<file path="config.mk">
export PLATFORM = sky130hd
export DESIGN_NAME = line_interface_control
export DESIGN_NICKNAME = d
export VERILOG_FILES = /design/src/rtl/line_ctrl_pkg.sv /design/src/rtl/onhook_release_counter.sv /design/src/rtl/line_interface_control.sv
export VERILOG_INCLUDE_DIRS = /design/src /design/src/rtl
export SDC_FILE = /design/constraint.sdc
export NUM_CORES = 1
export LEC_CHECK = 0
export ABC_AREA = 1
export BUFFER_PORTS_ARGS = -buffer_cell sky130_fd_sc_hd__buf_2
export CELL_PAD_IN_SITES_DETAIL_PLACEMENT = 0
export CELL_PAD_IN_SITES_GLOBAL_PLACEMENT = 1
export CORE_AREA = 2 2 84 94
export CTS_BUF_LIST = sky130_fd_sc_hd__clkbuf_8
export CTS_CLUSTER_DIAMETER = 200
export DETAILED_ROUTE_END_ITERATION = 6
export DIE_AREA = 0 0 86 96
export PLACE_DENSITY_LB_ADDON = 0.1
export SLEW_MARGIN = 20
export SYNTH_ARGS = -nofsm -noshare
export SYNTH_HDL_FRONTEND = slang
export SYNTH_HIERARCHICAL = 1
export SYNTH_SLANG_ARGS = --single-unit
</file>
<file path="constraint.sdc">
create_clock -name pclk -period 2.3 [get_ports pclk]
set_clock_uncertainty 0.2 [all_clocks]
set_input_delay 0.575 -clock pclk [delete_from_list [all_inputs] [get_ports pclk]]
set_output_delay 0.575 -clock pclk [all_outputs]
set_load 0.005 [all_outputs]
</file>
<file path="src/rtl/line_ctrl_cfg.svh">
// Offsets, field positions, reset values and timing counts of the line interface control.
// Assumes inclusion by bare name from the design modules.
`ifndef LINE_CTRL_CFG_SVH
`define LINE_CTRL_CFG_SVH

`define LIC_ONE_OFFSET 12'h010
`define LIC_ONE_RESET 8'h00
`define LIC_ONE_WMASK 8'hEF
`define LIC_HOOK_OFFSET 12'h014
`define LIC_BIT_TERM_SQL 7
`define LIC_BIT_ONHOOK_SPEED 6
`define LIC_BIT_AC_TERM 5
`define LIC_BIT_DC_MODE_HI 3
`define LIC_BIT_DC_MODE_LO 2
`define LIC_BIT_RINGER_Z 1
`define LIC_BIT_RING_THR 0
`define LIC_FAST_SAMPLES 1024
`define LIC_SLOW_SAMPLES 4096

`endif

</file>
<file path="src/rtl/line_ctrl_pkg.sv">
// Types shared by the line interface control register and its testbench.
// Assumes the configuration header sits beside it.
package line_ctrl_pkg;

  typedef enum logic [1:0] {
    DC_LOW_VOLTAGE = 2'h0,
    DC_LOWER_VOLTAGE = 2'h1,
    DC_STANDARD = 2'h2,
    DC_CURRENT_LIMIT = 2'h3
  } dc_mode_type;

  typedef struct packed {
    logic term_off_or_ring_squelch;
    logic onhook_speed_select;
    logic ac_termination_select;
    logic reserved;
    dc_mode_type dc_termination_mode;
    logic ringer_impedance_select;
    logic ring_threshold_select;
  } lic_one_type;

  typedef struct packed {
    logic dc_term_disable;
    logic enhanced_squelch;
    logic ac_complex;
    dc_mode_type dc_mode;
    logic ringer_synth;
    logic ring_thr_high;
    logic low_dc_pin_voltage;
  } line_ctrl_type;

  typedef enum logic [2:0] {
    HOOK_ON = 3'h1,
    HOOK_OFF = 3'h2,
    HOOK_RELEASE = 3'h4
  } hook_state_type;

endpackage

</file>
<file path="src/rtl/onhook_release_counter.sv">
// Counts sample-rate strobes during an on-hook release.
// Assumes sample_tick is a one-cycle pulse at the line sample rate.
`timescale 1ns/1ps
`include "line_ctrl_cfg.svh"

module onhook_release_counter #(
  parameter int FAST_SAMPLES = `LIC_FAST_SAMPLES,
  parameter int SLOW_SAMPLES = `LIC_SLOW_SAMPLES
) (
  input wire logic pclk,
  input wire logic presetn,
  input wire logic start,
  input wire logic slow,
  input wire logic sample_tick,
  output logic done
);
  logic [12:0] count;
  logic [12:0] limit;

  // Length is latched at start so a mid-release write cannot stretch it
  always_ff @(posedge pclk or negedge presetn) begin
    if (!presetn) begin
      count <= 13'h0000;
      limit <= 13'h0000;
    end else if (start) begin
      count <= 13'h0000;
      limit <= slow ? 13'(SLOW_SAMPLES) : 13'(FAST_SAMPLES);
    end else if (sample_tick && count != limit) begin
      count <= count + 13'h0001;
    end
  end

  always_ff @(posedge pclk or negedge presetn) begin
    if (!presetn) begin
      done <= 1'b0;
    end else begin
      done <= !start && sample_tick && (count + 13'h0001 == limit);
    end
  end
endmodule

</file>
<file path="src/rtl/line_interface_control.sv">
// APB slave for the line interface control register and its decoded line controls.
// Assumes a single pclk domain; hook request and sample tick come from line-side logic.
`timescale 1ns/1ps
`include "line_ctrl_cfg.svh"

// Function
// - Bit 7 means termination off when off-hook, squelch when on-hook.
// - Off-hook with bit 7 set disables dc termination, 800 ohm, low pin voltage (no 800 ohm output here; ac_complex still follows bit 5).
// - On-hook with bit 7 set enables enhanced squelch on ring sense pins.
// - Speed bit picks release counter of 1024 or 4096 sample periods.
// - AC termination bit selects real (0) or complex (1) impedance.
// - Bits 3:2 select low, lower, standard or current limiting dc mode.
// - Ringer bit selects high (0) or synthesized (1) ringer impedance.
// - Ring threshold bit selects 11-22 Vrms (0) or 17-33 Vrms (1).
module line_interface_control #(
  parameter int FAST_SAMPLES = `LIC_FAST_SAMPLES,
  parameter int SLOW_SAMPLES = `LIC_SLOW_SAMPLES
) (
  input wire logic pclk,
  input wire logic presetn,
  input wire logic psel,
  input wire logic penable,
  input wire logic pwrite,
  input wire logic [11:0] paddr,
  input wire logic [31:0] pwdata,
  input wire logic [3:0] pstrb,
  output logic [31:0] prdata,
  output logic pready,
  output logic pslverr,
  input wire logic offhook_request,
  input wire logic sample_tick,
  output line_ctrl_pkg::line_ctrl_type line_ctrl,
  output logic offhook,
  output logic releasing
);
  line_ctrl_pkg::lic_one_type ctrl;
  line_ctrl_pkg::hook_state_type hook;
  logic access;
  logic hit_ctrl;
  logic hit_hook;
  logic release_done;
  logic release_start;
  logic is_off;

  // =====================================================================
  // Bus decode
  // One wait state: pready answers the cycle after the access is taken
  assign access = psel && penable && !pready;
  assign hit_ctrl = paddr == `LIC_ONE_OFFSET;
  assign hit_hook = paddr == `LIC_HOOK_OFFSET;

  always_ff @(posedge pclk or negedge presetn) begin
    if (!presetn) begin
      pready <= 1'b0;
      pslverr <= 1'b0;
      prdata <= 32'h00000000;
    end else begin
      pready <= access;
      pslverr <= access && !hit_ctrl && !hit_hook;
      if (access && !pwrite && hit_ctrl) begin
        prdata <= {24'h000000, ctrl & `LIC_ONE_WMASK};
      end else if (access && !pwrite && hit_hook) begin
        prdata <= {30'h00000000, releasing, offhook};
      end else begin
        prdata <= 32'h00000000;
      end
    end
  end

  // =====================================================================
  // Control register
  // Bit 4 is never stored so readback of reserved is zero by construction
  always_ff @(posedge pclk or negedge presetn) begin
    if (!presetn) begin
      ctrl <= `LIC_ONE_RESET;
    end else if (access && pwrite && hit_ctrl && pstrb[0]) begin
      ctrl <= pwdata[7:0] & `LIC_ONE_WMASK;
    end
  end

  // =====================================================================
  // Hook state and release
  assign is_off = hook != line_ctrl_pkg::HOOK_ON;
  assign release_start = hook == line_ctrl_pkg::HOOK_OFF && !offhook_request;

  always_ff @(posedge pclk or negedge presetn) begin
    if (!presetn) begin
      hook <= line_ctrl_pkg::HOOK_ON;
    end else begin
      unique case (hook)
        line_ctrl_pkg::HOOK_ON: begin
          if (offhook_request) begin
            hook <= line_ctrl_pkg::HOOK_OFF;
          end
        end
        line_ctrl_pkg::HOOK_OFF: begin
          if (!offhook_request) begin
            hook <= line_ctrl_pkg::HOOK_RELEASE;
          end
        end
        line_ctrl_pkg::HOOK_RELEASE: begin
          if (release_done) begin
            hook <= line_ctrl_pkg::HOOK_ON;
          end
        end
        default: begin
          hook <= line_ctrl_pkg::HOOK_ON;
        end
      endcase
    end
  end

  onhook_release_counter #(
    .FAST_SAMPLES(FAST_SAMPLES),
    .SLOW_SAMPLES(SLOW_SAMPLES)
  ) release_count (
    .pclk(pclk),
    .presetn(presetn),
    .start(release_start),
    .slow(ctrl.onhook_speed_select),
    .sample_tick(sample_tick),
    .done(release_done)
  );

  // =====================================================================
  // Decoded line controls, registered so outputs come from flip-flops
  // Release still counts as off-hook, so bit 7 keeps its termination meaning
  always_ff @(posedge pclk or negedge presetn) begin
    if (!presetn) begin
      line_ctrl <= '0;
      offhook <= 1'b0;
      releasing <= 1'b0;
    end else begin
      line_ctrl.dc_term_disable <= is_off && ctrl.term_off_or_ring_squelch;
      line_ctrl.low_dc_pin_voltage <= is_off && ctrl.term_off_or_ring_squelch;
      line_ctrl.enhanced_squelch <= !is_off && ctrl.term_off_or_ring_squelch;
      line_ctrl.ac_complex <= ctrl.ac_termination_select;
      line_ctrl.dc_mode <= ctrl.dc_termination_mode;
      line_ctrl.ringer_synth <= ctrl.ringer_impedance_select;
      line_ctrl.ring_thr_high <= ctrl.ring_threshold_select;
      offhook <= is_off;
      releasing <= hook == line_ctrl_pkg::HOOK_RELEASE;
    end
  end

  // =====================================================================
  // Checks
  reserved_zero_a: assert property (@(posedge pclk) disable iff (!presetn)
    (pready && !pwrite && hit_ctrl) |-> prdata[4] == 1'b0)
    else $error("reserved bit read as one");

  readback_a: assert property (@(posedge pclk) disable iff (!presetn)
    (access && !pwrite && hit_ctrl) |=> prdata[7:0] == $past(8'(ctrl)))
    else $error("readback differs from stored value");

  write_lands_a: assert property (@(posedge pclk) disable iff (!presetn)
    (access && pwrite && hit_ctrl && pstrb[0]) |=> 8'(ctrl) == ($past(pwdata[7:0]) & 8'hEF))
    else $error("write did not land");

  term_off_a: assert property (@(posedge pclk) disable iff (!presetn)
    (is_off && ctrl.term_off_or_ring_squelch)
    |=> line_ctrl.dc_term_disable && line_ctrl.low_dc_pin_voltage)
    else $error("dc termination not disabled");

  squelch_on_a: assert property (@(posedge pclk) disable iff (!presetn)
    (!is_off && ctrl.term_off_or_ring_squelch)
    |=> line_ctrl.enhanced_squelch && !line_ctrl.dc_term_disable)
    else $error("squelch not enabled on-hook");

  bit7_exclusive_a: assert property (@(posedge pclk) disable iff (!presetn)
    !(line_ctrl.enhanced_squelch && line_ctrl.dc_term_disable))
    else $error("bit 7 meanings overlap");

  ac_term_a: assert property (@(posedge pclk) disable iff (!presetn)
    line_ctrl.ac_complex == $past(ctrl.ac_termination_select))
    else $error("ac termination mismatch");

  dc_mode_a: assert property (@(posedge pclk) disable iff (!presetn)
    line_ctrl.dc_mode == $past(ctrl.dc_termination_mode))
    else $error("dc mode mismatch");

  ringer_thr_a: assert property (@(posedge pclk) disable iff (!presetn)
    line_ctrl.ringer_synth == $past(ctrl.ringer_impedance_select)
    && line_ctrl.ring_thr_high == $past(ctrl.ring_threshold_select))
    else $error("ringer setting mismatch");

  release_hold_a: assert property (@(posedge pclk) disable iff (!presetn)
    (release_start && sample_tick) |=> (hook == line_ctrl_pkg::HOOK_RELEASE) [*8])
    else $error("release ended too early");
endmodule

</file>
* Yosys cells after proc, flatten, opt, wreduce, memory -nomap -nowiden
Cells that the tools add are included.
Word-level totals: flip-flop bits (word level) 80, output and inout port bits 44, word-level logic and storage cells 67, input bits 55
Operators by class: add/sub/neg operators 1, reductions and logical operators 25, muxes and demuxes 9, equality and inequality tests 11
Operators with widths (count):
- $mux 13 | 3
- $mux 32 | 1
- $eq 12x5->1 const B | 2
- $logic_and 1x1->1 | 16
- $add 13x1->13 const B | 1
- $eq 13x13->1 | 1
- $ne 13x13->1 | 1
- $mux 3 | 3
- $pmux 3 s3 | 1
- $logic_not 1->1 | 7
- $ne 2x2->1 const B | 2
- $eq 3x1->1 const B | 1
- $eq 3x2->1 const B | 1
- $eq 3x3->1 const B | 1
- $ne 3x1->1 const B | 1
- $reduce_and 3->1 | 1
- $mux 2 | 1
- $ne 2x1->1 const B | 1
- $reduce_bool 2->1 | 1

* Longest topological paths before layout
word-level depth 6, gate-level depth with buffers 12, gate-level depth less buffers 12

* Modules after synthesis
Netlist, hierarchy kept.
Modules (own cells, without submodules):
- line_interface_control | cells an instance 148, times used 1, area each 1375.1 um^2
- onhook_release_counter | cells an instance 166, times used 1, area each 1111.1 um^2

* Worst setup path after synthesis
OpenSTA, ideal clock, no wires.
kind register to register, from reg hook[0], to reg release_count.done, path buffers 0, setup slack 0.588 ns, data arrival time 1.426 ns, cell stages (with the launch flop) 13, period minus slack after synthesis 1.712 ns, setup time 0.086 ns, cell sequence dfstp_2 -> inv_2 -> nand3_1 -> nor2_1 -> inv_1 -> nand2_1 -> nor2_1 -> nand2_1 -> nor2_1 -> nand2_1 -> nor2_1 -> nand3_1 -> nor3_1
On the way: longest elaborated chain between the ends 5
Ends and longest elaborated chain:
- start, declared | RTL line line_interface_control.sv:37 | line_ctrl_pkg::hook_state_type hook;
- start signal, assigned | RTL line line_interface_control.sv:88 | hook <= line_ctrl_pkg::HOOK_ON;
- start signal, assigned | RTL line line_interface_control.sv:93 | hook <= line_ctrl_pkg::HOOK_OFF;
- start signal, assigned | RTL line line_interface_control.sv:98 | hook <= line_ctrl_pkg::HOOK_RELEASE;
- $eq 3x2->1 | RTL line line_interface_control.sv:84 | assign release_start = hook == line_ctrl_pkg::HOOK_OFF && !offhook_request;
- $logic_and 1x1->1 | RTL line line_interface_control.sv:84
- named net release_start | RTL line line_interface_control.sv:42 | logic release_start;
- $logic_not 1->1 | RTL line onhook_release_counter.sv:37 | done <= !start && sample_tick && (count + 13'h0001 == limit);
- $logic_and 1x1->1 (2 in a row) | RTL line onhook_release_counter.sv:37
- end signal, assigned | RTL line onhook_release_counter.sv:37
- end, declared | RTL line onhook_release_counter.sv:15 | output logic done
The timed path passes the listed nets, and every way through them passes these cells. A chain may end at the register's enable or synchronous reset.

* Worst setup path after layout
from reg release_count.count[1], to reg release_count.done
On the way: longest elaborated chain between the ends 3
Ends and longest elaborated chain:
- start, declared | RTL line onhook_release_counter.sv:17 | logic [12:0] count;
- start signal, assigned | RTL line onhook_release_counter.sv:29 | count <= count + 13'h0001;
- $add 13x1->13 | RTL line onhook_release_counter.sv:37
- $eq 13x13->1 | RTL line onhook_release_counter.sv:37
- $logic_and 1x1->1 | RTL line onhook_release_counter.sv:37
No other way between the ends.

==> flow_metrics.py <==
metrics = {
    "die": {
        "core-area_mm2": 0.00731,
        "pin_count": 99,
        "fp-row-count": 33,
        "die_h_um": 96,
        "dieArea_mm2": 0.00826,
        "die_w_um": 86,
        "start_util_pct": 34.0,
    },
    "routing": {
        "first_iter_violations": 93,
        "wire_per_inst_um": 12.0,
        "routed_wl_mm": 5.44,
        "drc": 0,
        "dr.pass1.iters": 4,
        "vias": 2006,
        "routed_via_density": 4.43,
        "ant_nets": 0,
    },
    "place": {
        "place_congestion": 0.793,
        "dp_hpwl_mm": 4.13,
        "io_buffers": 45,
    },
    "setup_path": {
        "crit_type": "reg2reg",
        "critical_path_arrival_ns": 2.02,
        "crit_required_ns": 2.32,
        "startpoint": "release_count/count[1]$_DFFE_PN0P_",
        "crit_chain": "ha_1, nand3_1, nor2_1, nand2_1, nand2_1, nand2_1, nor2_1, nand3_1, nor3_1",
        "crit_path_max_incr_delay_ns": 0.46,
        "worstSetupEndpoint": "release_count/done$_DFF_PN0_",
        "crit_path_frequent_cell": "nand2_1",
        "r2r-start": "release_count/count[1]$_DFFE_PN0P_",
        "worst_path_max_delay_cell": "dfrtp_1",
        "cp_max_fo": 6,
        "cp-start-kind": "flip-flop",
        "ff2ff_path_depth": 9,
        "r2r_slack_ns": 0.30,
        "reg2reg_to": "release_count/done$_DFF_PN0_",
        "critical_path.endpoint_type": "flip-flop",
    },
    "sta": {
        "fin_hold_ws_ns": 0.202,
        "final.setup.tns_ns": 0,
        "drv_slew": 0,
        "period_share_pct": 87.0,
        "hold_viol": 0,
        "setup_viol": 0,
        "rsz0062_at_grt": "no",
        "period_minus_slack_ns": 2.00,
        "fmax_ghz": 0.500,
    },
    "clock_network": {
        "cts.sink_count": 44,
        "cts_max_level": 2,
        "cts_tree": "built",
        "numCtsBuffers": 5,
        "clk_latency_ns": 0.30,
        "clk_pin_slew_ns": 0.10,
        "cts_resized": 0,
        "clk_path_buf_depth": 2,
        "root_buffer": "clkbuf_8",
    },
    "run_status": {
        "status": "complete, no violations",
    },
    "final_layout": {
        "ff_latch_area_mm2": 0.00110,
        "fill_cells": 774,
        "drive_gt1_share_pct": 22.4,
        "nNetsFinal": 423,
        "multi_input_area_mm2": 0.00107,
        "syn_to_final_growth_pct": 14.0,
        "antenna_cells": 0,
    },
    "synth": {
        "synth.top_cells.by_count": "nand2_1, dfrtp_1, inv_1",
        "synth-compound-area-share_pct": 5.33,
        "yosysSeqAreaShare_pct": 44.3,
        "synth.area.top_cells": "dfrtp_1, nand2_1, buf_4",
        "ys_seq_elements": 44,
        "synth_top_cell_by_area": "dfrtp_1",
        "post-synth-top-count-cell": "nand2_1",
        "yosysWarnings": 6,
        "synth_xor_area_share_pct": 0.352,
        "yosysUniqueCellTypes": 35,
        "synth_top_family_by_area": "simple AND/OR/NAND/NOR gates",
        "synthArstFlopShare_pct": 100,
        "syn_area_per_cell_um2": 7.92,
        "synth_top_cell_area_share_pct": 43.3,
        "synth-simple-area-share_pct": 32.0,
        "syn_area_mm2": 0.00249,
        "post_synth_fa_ha_maj_area_fraction_pct": 1.51,
        "synth_ff_type": "dfrtp_1",
        "syn_inst": 314,
        "yosys-mux-area-fraction_pct": 0,
        "synth_edf_count": 0,
    },
    "run": {
        "max_cap_violations": 0,
    },
    "grt": {
        "first_global_vias": 1949,
        "antenna_found_initial": 0,
        "grt_overflow": 0,
        "grt_pass1_wl_mm": 9.20,
        "grt_max_degree": 19,
        "grt_usage_pct": 14.3,
    },
    "pwr": {
        "power.density_mw_per_mm2": 732,
        "power_mw": 2.07,
        "p_leak_nw": 1.56,
        "peakVddDrop_mv": 0.371,
    },
    "min_path": {
        "hold_class": "reg2reg",
    },
}
## report_power, final
part	total (mW)	internal (mW)	switching (mW)
registers	0.975	0.868	0.108
clock network	0.617	0.328	0.289
logic	0.482	0.177	0.305
total	2.07	1.37	0.702
## registers in the layout (all words and copies together), names as in the netlist, 2 cells and up
register and flops:
ctrl 7, prdata 7, hook 3, release_count/limit 2, line_ctrl 7, release_count/count 13
## logic make-up after synthesis
family,Yosys count
simple gates,169
buf+inv,77
flops,44
compound gates,19
fa+ha+maj,3
xor+xnor,1
other cells,1
## per-stage QoR
stage	setup slack (ns)	instances	instance area (um^2)	util (%)
3_3_place_gp	0.335	444	2710	37.1
2_1_floorplan	0.588	338	2580	-
6_report	0.299	453	2840	38.8
4_1_cts	0.309	453	2840	38.8
3_5_place_dp	0.321	444	2710	37.1
5_1_grt	0.128	453	2840	38.8
## cell type report
| class | instances | area share (%) |
|---|---|---|
| flip-flops and latches | 44 | 38.9 |
| multi-input cells | 217 | 37.6 |
| repair buffers | 50 | 9.36 |
| inverters | 47 | 6.22 |
| well taps | 87 | 3.84 |
| clock buffers | 5 | 2.43 |
| clock inverters | 3 | 1.63 |
## placed cells by master, fill, tap and decap left out, types with 2 or more instances in the layout
cell and n:
inv_2 4, nor2_4 2, nor2_1 29, o21bai_1 2
ha_1 3, nand3_1 30, nand4_1 13, nand2_1 79
clkbuf_8 5, a31oi_1 2, dfrtp_1 43, inv_1 42
conb_1 25, o21ai_2 7, o21ai_1 4, nor3_1 2
buf_4 4, nand2_2 5, buf_2 45
## repair_timing
item                      4_1_cts  5_1_grt
buffers inserted                0        0
hold buffers                    1        0
hold endpoints to repair       16        0
## critical path: cells and delay by family, from the launching register on
kind,cells,cell delay [ns]
simple gates,8,1.02
flops,1,0.46
fa+ha+maj,1,0.25
## metal layers
layer | GRT usage, % | vias to the layer above | part of all wire (%)
li1 | - | 1040 | -
met2 | 25.3 | 55 | 49
met4 | 4.37 | 0 | 0.75
met5 | 0 | - | 0
met3 | 2.66 | 4 | 5.3
met1 | 17.6 | 907 | 45
## how the worst min path moves through the flow
stage	start	slack (ns)	cells past startpoint	to
global placement	ctrl[2]$_DFFE_PN0P_	0.19	0	line_ctrl[3]$_DFF_PN0_
global route	ctrl[2]$_DFFE_PN0P_	0.23	0	line_ctrl[3]$_DFF_PN0_
finish	ctrl[2]$_DFFE_PN0P_	0.20	0	line_ctrl[3]$_DFF_PN0_
floorplan	presetn	0.08	0	ctrl[0]$_DFFE_PN0P_
detailed placement	ctrl[5]$_DFFE_PN0P_	0.19	0	line_ctrl[5]$_DFF_PN0_
CTS	ctrl[2]$_DFFE_PN0P_	0.21	0	line_ctrl[3]$_DFF_PN0_
(Power assumes the default switching activity.)
